$ cat config.mk
export PLATFORM = sky130hd
export DESIGN_NAME = slot_power_host
export DESIGN_NICKNAME = d
export VERILOG_FILES = /design/src/rtl/slot_power_pkg.sv /design/src/rtl/slot_power_host.sv
export VERILOG_INCLUDE_DIRS = /design/src /design/src/rtl
export SDC_FILE = /design/constraint.sdc
export NUM_CORES = 1
export LEC_CHECK = 0
export ABC_CLOCK_PERIOD_IN_PS = 2000
export BUFFER_PORTS_ARGS = -buffer_cell sky130_fd_sc_hd__buf_2
export CORE_ASPECT_RATIO = 0.7
export CORE_MARGIN = 2
export CORE_UTILIZATION = 35
export DETAILED_ROUTE_END_ITERATION = 8
export GPL_TIMING_DRIVEN = 1
export PLACE_DENSITY = 0.62
export SETUP_SLACK_MARGIN = 0.1
export SLEW_MARGIN = 25
export SYNTH_ARGS = -nofsm -noshare
export SYNTH_HDL_FRONTEND = slang
export SYNTH_SLANG_ARGS = --single-unit
$ cat constraint.sdc
create_clock -name clk -period 2 [get_ports clk]
set_input_delay 0.2 -clock clk [delete_from_list [all_inputs] [get_ports clk]]
set_output_delay 0.2 -clock clk [all_outputs]
set_load 0.02 [all_outputs]
$ cat src/rtl/slot_power_regs.svh
// Timing constants for the slot power host controller.
`ifndef SLOT_POWER_REGS_SVH
`define SLOT_POWER_REGS_SVH

// Clock rate in MHz (period of 5 ns).
`define SPH_CLK_MHZ        200
// Extra cold-start reset hold after power good rises, in microseconds.
`define SPH_COLD_HOLD_US   100
// Least warm reset pulse width, in microseconds.
`define SPH_WARM_PULSE_US  100
// Width of the shared delay counter.
`define SPH_CNT_W          16
// Reset values of the driven control pins (all low, aux not yet valid).
`define SPH_PINS_RESET     3'h0

`endif

$ cat src/rtl/slot_power_pkg.sv
// Types shared by the slot power host controller.
package slot_power_pkg;

  // Control pins that the controller drives toward the switch.
  typedef struct packed {
    logic host_reset_n;
    logic shutdown_request_n;
    logic standby_request_n;
  } ctrl_pins_t;

  // Status pins that the switch and the card drive toward the controller.
  typedef struct packed {
    logic card_reset_n;
    logic overcurrent_flag_n;
    logic usb_card_present_n;
    logic pcie_card_present_n;
  } stat_pins_t;

  // Decoded slot status presented to the user side.
  typedef struct packed {
    logic card_present;
    logic usb_card;
    logic pcie_card;
    logic power_good;
    logic card_in_reset;
    logic overcurrent;
  } slot_status_t;

  // Host reset sequencing states.
  typedef enum logic [1:0] {
    RST_IDLE,
    RST_COLD,
    RST_WARM
  } rst_state_t;

endpackage

$ cat src/rtl/slot_power_host.sv
// Host-side controller that drives the card slot power switch pins.
`timescale 1ns/100ps
`include "slot_power_regs.svh"
module slot_power_host #(
  parameter int COLD_HOLD_CYC = `SPH_COLD_HOLD_US * `SPH_CLK_MHZ,
  parameter int WARM_CYC      = `SPH_WARM_PULSE_US * `SPH_CLK_MHZ
) (
  input  wire logic                      clk,
  input  wire logic                      reset,
  input  wire logic                      clk_en,
  input  wire logic                      aux_valid,
  input  wire logic                      user_shutdown,
  input  wire logic                      user_standby,
  input  wire logic                      user_warm_reset,
  input  wire logic                      user_cold_extend,
  input  wire logic                      user_hold_power_good,
  output slot_power_pkg::ctrl_pins_t     ctrl_pins,
  input  wire slot_power_pkg::stat_pins_t stat_pins,
  input  wire logic                      refclk_enable_power_good_i,
  output logic                           refclk_enable_power_good_o,
  output logic                           refclk_enable_power_good_oe,
  output slot_power_pkg::slot_status_t   slot_status,
  output logic                           warm_busy
);
  import slot_power_pkg::*;

  localparam logic [`SPH_CNT_W-1:0] COLD_LAST =
    `SPH_CNT_W'(COLD_HOLD_CYC - 1);
  localparam logic [`SPH_CNT_W-1:0] WARM_LAST =
    `SPH_CNT_W'(WARM_CYC - 1);

  rst_state_t             state_q;
  logic [`SPH_CNT_W-1:0]  cnt_q;
  logic                   pg_q;
  ctrl_pins_t             pins_q;
  logic                   oe_q;
  slot_status_t           status_q;

  // Presence decode, used for both status bits and the combined flag.
  function automatic logic present(input logic pin_n);
    return ~pin_n;
  endfunction

  // Host reset sequencer: cold-start stretch and timed warm pulses.
  // The counter is shared; a warm request during a cold hold is dropped
  // because the card is already held in reset then.
  always_ff @(posedge clk) begin
    if (reset) begin
      state_q <= RST_IDLE;
      cnt_q   <= '0;
    end else if (clk_en) begin
      unique case (state_q)
        RST_IDLE: begin
          cnt_q <= '0;
          if (aux_valid && user_cold_extend &&
              refclk_enable_power_good_i && !pg_q) begin
            state_q <= RST_COLD;
          end else if (aux_valid && user_warm_reset) begin
            state_q <= RST_WARM;
          end
        end
        RST_COLD: begin
          cnt_q <= cnt_q + `SPH_CNT_W'(1);
          if (!aux_valid || cnt_q == COLD_LAST) begin
            state_q <= RST_IDLE;
          end
        end
        RST_WARM: begin
          cnt_q <= cnt_q + `SPH_CNT_W'(1);
          if (!aux_valid || cnt_q == WARM_LAST) begin
            state_q <= RST_IDLE;
          end
        end
        // The fourth code of the state word is never reached on purpose.
        default: begin
          state_q <= RST_IDLE;
        end
      endcase
    end
  end

  // Power good history, used to spot its low-to-high edge.
  always_ff @(posedge clk) begin
    if (reset) begin
      pg_q <= 1'b0;
    end else if (clk_en) begin
      pg_q <= refclk_enable_power_good_i;
    end
  end

  // Control pins. Nothing leaves low until aux is valid, since the
  // switch cannot tolerate high inputs before its own supply is up.
  always_ff @(posedge clk) begin
    if (reset) begin
      pins_q <= `SPH_PINS_RESET;
    end else if (clk_en) begin
      if (!aux_valid) begin
        pins_q <= `SPH_PINS_RESET;
      end else begin
        pins_q.host_reset_n       <= (state_q == RST_IDLE) &&
                                     !user_warm_reset;
        pins_q.shutdown_request_n <= !user_shutdown;
        pins_q.standby_request_n  <= !user_standby;
      end
    end
  end

  // Power good pin pull-down, driven only on the user's hold request.
  always_ff @(posedge clk) begin
    if (reset) begin
      oe_q <= 1'b0;
    end else if (clk_en) begin
      oe_q <= user_hold_power_good;
    end
  end

  // Status snapshot for the user side.
  always_ff @(posedge clk) begin
    if (reset) begin
      status_q <= '0;
    end else if (clk_en) begin
      // either presence pin means a card
      status_q.usb_card      <= present(stat_pins.usb_card_present_n);
      status_q.pcie_card     <= present(stat_pins.pcie_card_present_n);
      status_q.card_present  <= present(stat_pins.usb_card_present_n) |
                                present(stat_pins.pcie_card_present_n);
      status_q.power_good    <= refclk_enable_power_good_i;
      status_q.card_in_reset <= !stat_pins.card_reset_n;
      status_q.overcurrent   <= !stat_pins.overcurrent_flag_n;
    end
  end

  // The pin is open drain from our side: the data is fixed low.
  // never drive the line high
  assign refclk_enable_power_good_o  = 1'b0;
  assign refclk_enable_power_good_oe = oe_q;
  assign ctrl_pins                   = pins_q;
  assign slot_status                 = status_q;
  assign warm_busy                   = (state_q != RST_IDLE);

  chk_aux_gates_pins: assert property (
    @(posedge clk) disable iff (reset)
    clk_en && !aux_valid |=> ctrl_pins == `SPH_PINS_RESET)
    else $error("control pin high while aux supply invalid");

  // shutdown and standby pins follow requests once aux is valid.
  chk_pins_follow: assert property (
    @(posedge clk) disable iff (reset)
    clk_en && aux_valid
    |=> ctrl_pins.shutdown_request_n != $past(user_shutdown) &&
        ctrl_pins.standby_request_n != $past(user_standby))
    else $error("shutdown or standby pin does not follow request");

  chk_pg_never_high: assert property (
    @(posedge clk) disable iff (reset)
    refclk_enable_power_good_oe |-> !refclk_enable_power_good_o)
    else $error("power good line driven high");

  chk_pg_hold_follows: assert property (
    @(posedge clk) disable iff (reset)
    clk_en && user_hold_power_good |=> refclk_enable_power_good_oe)
    else $error("power good hold request not applied");

  // line let go after the hold.
  chk_pg_release: assert property (
    @(posedge clk) disable iff (reset)
    clk_en && !user_hold_power_good |=> !refclk_enable_power_good_oe)
    else $error("power good line held without request");

  chk_cold_stretch: assert property (
    @(posedge clk) disable iff (reset)
    clk_en && state_q == RST_IDLE && aux_valid && user_cold_extend &&
    refclk_enable_power_good_i && !pg_q
    |=> state_q == RST_COLD)
    else $error("cold-start reset stretch not started");

  chk_cold_pin_low: assert property (
    @(posedge clk) disable iff (reset)
    clk_en && state_q == RST_COLD && aux_valid
    |=> !ctrl_pins.host_reset_n)
    else $error("host reset pin high during cold stretch");

  chk_freeze_state: assert property (
    @(posedge clk) disable iff (reset)
    !clk_en |=> $stable(state_q) && $stable(cnt_q) && $stable(ctrl_pins))
    else $error("state moved while clock enable low");

  chk_warm_width: assert property (
    @(posedge clk) disable iff (reset)
    clk_en && state_q == RST_IDLE && aux_valid && !user_cold_extend &&
    user_warm_reset ##1 clk_en[*2]
    |-> !ctrl_pins.host_reset_n)
    else $error("warm reset pulse not held low");

endmodule

Word level (Yosys, flattened, before mapping). Index checks and enable logic that the tools add are counted. W data, S select, Z words.

Logic and storage cells: 46. Flip-flop bits (word level): 28. Bits of input ports: 14. Output and inout bits: 12.

Reductions and logical operators: 19. Add/subtract/negate cells: 1. Equal/unequal tests: 5. Bitwise operators: 3. Multiplexer cells: 6.

Operators with widths (count): $pmux W16 S2 (1); $add A16 B1 Y16 const B (1); $eq A16 B15 Y1 const B (1); $logic_not A1 Y1 (7); $mux W2 (3); $logic_and A1 B1 Y1 (5); $pmux W2 S2 (1); $reduce_bool A2 Y1 (2); $mux W3 (1); $ne A3 B3 Y1 const B (1); $reduce_and A3 Y1 (1); $eq A2 B1 Y1 const B (1); $eq A2 B2 Y1 const B (1); $logic_not A2 Y1 (1); $ne A2 B1 Y1 const B (1); $not A1 Y1 (2); $reduce_and A2 Y1 (1); $reduce_or A2 Y1 (1); $logic_or A1 B1 Y1 (1); $or A1 B1 Y1 (1).

Logic depth before layout (Yosys ltp).
Depth in word-level cells: 5. Mapped depth: 6. Mapped depth without buffers: 6.

Worst setup path before layout. Ideal clock, no wire load.

Kind: register -> register. Start point: reg state_q[0]. End point: reg cnt_q[11]. Data required time: 1.930 ns. Period minus slack after synthesis: 1.615 ns. Stages on the path, launching flop included: 6. Slack: 0.385 ns. Buffers on the path: 0. Data arrival time: 1.546 ns. Setup time: 0.070 ns. Cells stage by stage: dfxtp_1 -> ha_1 -> and4b_4 -> nand2_2 -> or4_1 -> a21oi_1.

Longest elaborated chain between the ends: 4. Elaborated cells between the ends (all ways): 7. Classes of those cells: eq/ne: 2; mux: 1; reduce/logical: 4.

Ends and longest elaborated chain: from (decl) (line slot_power_host.sv:32) `rst_state_t state_q;`; from (signal assigned) (line slot_power_host.sv:49) `state_q <= RST_IDLE;`; from (signal assigned) (line slot_power_host.sv:57) `state_q <= RST_COLD;`; from (signal assigned) (line slot_power_host.sv:59) `state_q <= RST_WARM;`; $eq A2 B2 Y1 / $eq A2 B1 Y1 (equally long branches) (line slot_power_host.sv:52) `unique case (state_q)`; $reduce_or A2 Y1 (no line); $reduce_bool A2 Y1 (no line); $reduce_and A2 Y1 (no line); to (signal assigned) (line slot_power_host.sv:63) `` cnt_q <= cnt_q + `SPH_CNT_W'(1); ``; to (signal assigned) (line slot_power_host.sv:69) `` cnt_q <= cnt_q + `SPH_CNT_W'(1); ``; to (decl) (line slot_power_host.sv:33) `` logic [`SPH_CNT_W-1:0] cnt_q; ``.

Several ways; a longest one is shown, not always the timed one. A chain may end at the register's enable or synchronous reset.

Worst setup path after layout. Ends and elaborated chain as after synthesis.

==> results.txt <==
drt via density: 4.97
Area Overhead vs Synth: 15.9%
# DRC: 0
YS warnings: 0
CP startpoint kind: register
Clock Tree Root: clkbuf_8
Total Wirelength: 2560 um
Final Setup Violations: 0
die area: 4200 um2
Hold-fix buffers, CTS: 0
met2 WL: 1140 um
Slew Viols, Final: 0
crit-path cells: ha_1 > and4b_4 > nand2_2 > or4_1 > a21oi_1
Rows: 18
Final TNS setup: 0 ns
Worst Path Arrival: 1.94 ns
slowest cell on the critical path: or4_1
post-CTS setup buffers: 0
via count: 1084
remaining antenna violation count: 0
Clk Latency, worst-skew pair: 0.27 ns
P_leak: 0.601 nW
met3 wire len: 63 um
initial core utilization: 36.5%
Routability Congestion: 0.822
Post-layout nets: 186
Gate Count Post-Synth: 146
synthesized area per cell: 8.84 um2
Top Ports: 26
Mapped Area: 1290 um2
DR iter-0 viols: 66
vias in the first global route: 1028
Max VDD drop: 278 uV
# H-tree levels: 1
die width: 76.6 um
Final Hold Vio Count: 0
CTS tree: built
# clock sinks: 28
layout cells sized above 1: 20.2%
cell family with most CP delay: simple AND/OR/NAND/NOR gates
Final Util: 42.3%
Synth cell types: 38
Cell Pwr Density: 706 nW/um2
largest net degree at the start of global routing: 16
initial antenna violation count: 0
die height: 54.8 um
total CTS buffers: 3
Power Total: 1.06 mW
Max Buffers Root-to-Sink: 2
worst path bufs/invs: 0
Core Area: 3540 um2
Tmin final: 1.73 ns
sequential area share after synthesis: 43.4%
M1 WL: 1330 um
RSZ-0062 raised after global routing: false
worst hold-check path type: in2reg
post_cts resized: 0
post-synth net total: 163
diode count: 0
HPWL Detailed: 1940 um
Crit Path Category: reg2reg
grt ovf: 0
period utilization: 86.5%
CP Capture Type: register
Max Fanout on Critical Path: 7
uppermost routed layer: met4
CP peak stage delay: 0.51 ns
max cap viols: 0
DR pass1 iterations: 6
status: finished clean
first-pass GRT wire length: 4420 um
Final Skew: 0.00433 ns
Total GRT Usage: 13.2%
wire per inst: 11.7 um
maximum clock rate: 0.578 GHz
required time of the critical path: 2.21 ns
register bit total from synthesis: 28
port bufs: 24
Clk pin slew, worst setup/hold paths: 0.09 ns
-- placed cells by master, fill, tap and decap left out, types with 2 or more instances in the layout --
| cell type | count |
|---|---|
| or3_1 | 2 |
| buf_4 | 3 |
| and4b_1 | 2 |
| o21ai_0 | 2 |
| ha_1 | 3 |
| o31ai_1 | 4 |
| inv_1 | 5 |
| dfxtp_1 | 28 |
| clkbuf_8 | 4 |
| buf_2 | 24 |
| or4_1 | 2 |
| nand4_1 | 4 |
| nand2b_1 | 2 |
| nor2_1 | 22 |
| and2_1 | 2 |
| a21oi_1 | 8 |
| nand2_1 | 10 |
| mux2i_1 | 5 |
| and4_1 | 2 |
| nand3_1 | 4 |
| xor2_1 | 8 |
| a211oi_1 | 5 |
| nor4_1 | 3 |
-- per-stage QoR --
| step | setup WS [ns] | cells | hold slack, ns | area (um2) |
|---|---|---|---|---|
| 3_3_place_gp | 0.323 | 214 | 0.388 | 1440 |
| 4_1_cts | 0.259 | 218 | 0.0868 | 1500 |
| 2_1_floorplan | 0.385 | 146 | 0.278 | 1290 |
| 5_1_grt | 0.169 | 218 | 0.0857 | 1500 |
| 6_report | 0.271 | 218 | 0.101 | 1500 |
| 3_5_place_dp | 0.279 | 214 | 0.389 | 1440 |
-- state kept, by name (all words and copies together) (netlist names) --
name and flops:
cnt_q 16, ctrl_pins 3, refclk_enable_power_good_oe 1, slot_status 6, state_q 2
-- cell families (layout without fill, tap and decap cells) --
family                     after synthesis  in the layout  share of synthesized area [%]
muxes                                    5              5                           3.88
DFF                                     28             28                           43.4
buffers and inverters                   14             36                           5.72
adders and majority gates                3              3                           2.91
AOI/OAI and AO/OA                       23             23                           11.5
other                                    1              1                          0.290
xor gates and xnor gates                 9              9                           6.10
and+or+nand+nor                         63             63                           26.2
-- final cells by class --
type / count / area [um2]
fillers: 366 / 2040
repair buffers: 27 / 143
flip-flops and latches: 28 / 561
clock buffers: 4 / 55.1
well taps: 50 / 62.6
inverters: 5 / 18.8
multi-input cells: 104 / 657
-- power by group --
part	total, mW	leakage [nW]	switching (mW)	internal, mW
Combinational	0.127	0.345	0.0785	0.0488
Sequential	0.585	0.228	0.0101	0.575
Clock	0.344	0.0288	0.168	0.176
-- routing by layer --
layer,track usage (%),vias up
li1,-,556
met1,16.5,508
met2,23.6,15
met3,2.97,5
met4,3.94,0
met5,0,-
-- worst paths after layout --
path                      from  slack [ns]  cells after the start              to
hold / removal    stat_pins[3]        0.10                      2  slot_status[1]
hold reg to reg   ctrl_pins[2]        0.47                      2    ctrl_pins[2]
setup reg to reg    state_q[0]        0.27                      5       cnt_q[11]
setup / recovery    state_q[0]        0.27                      5       cnt_q[11]
-- cells in the mapped netlist --
cell      count  area, um2
xnor2_1       1       8.76
clkbuf_1      3       11.3
or4_1         2       15.0
nor2b_1       1       6.26
a21o_1        1       7.51
nand4b_1      1       8.76
or3_1         2       12.5
nand2b_1      2       12.5
inv_1         5       18.8
o31ai_1       4       30.0
or3b_2        1       8.76
nor2_1       22       82.6
buf_6         1       11.3
nand3_1       4       20.0
and2_1        2       12.5
buf_4         3       22.5
nand2_1      10       37.5
buf_2         2       10.0
nor4b_1       1       8.76
a41oi_1       1       8.76
conb_1        1       3.75
nand4_1       4       25.0
a311oi_1      1       8.76
a31oi_1       1       6.26
and4b_1       2       20.0
dfxtp_1      28        561
ha_1          3       37.5
a21oi_1       8       40.0
nor4_1        3       18.8
and4_1        2       17.5
and4b_4       1       13.8
a211oi_1      5       37.5
and3_1        1       6.26
mux2i_1       5       50.1
nand2_2       1       6.26
nor3_1        1       5.00
o21ai_0       2       10.0
xor2_1        8       70.1
(Power assumes the default switching activity.)
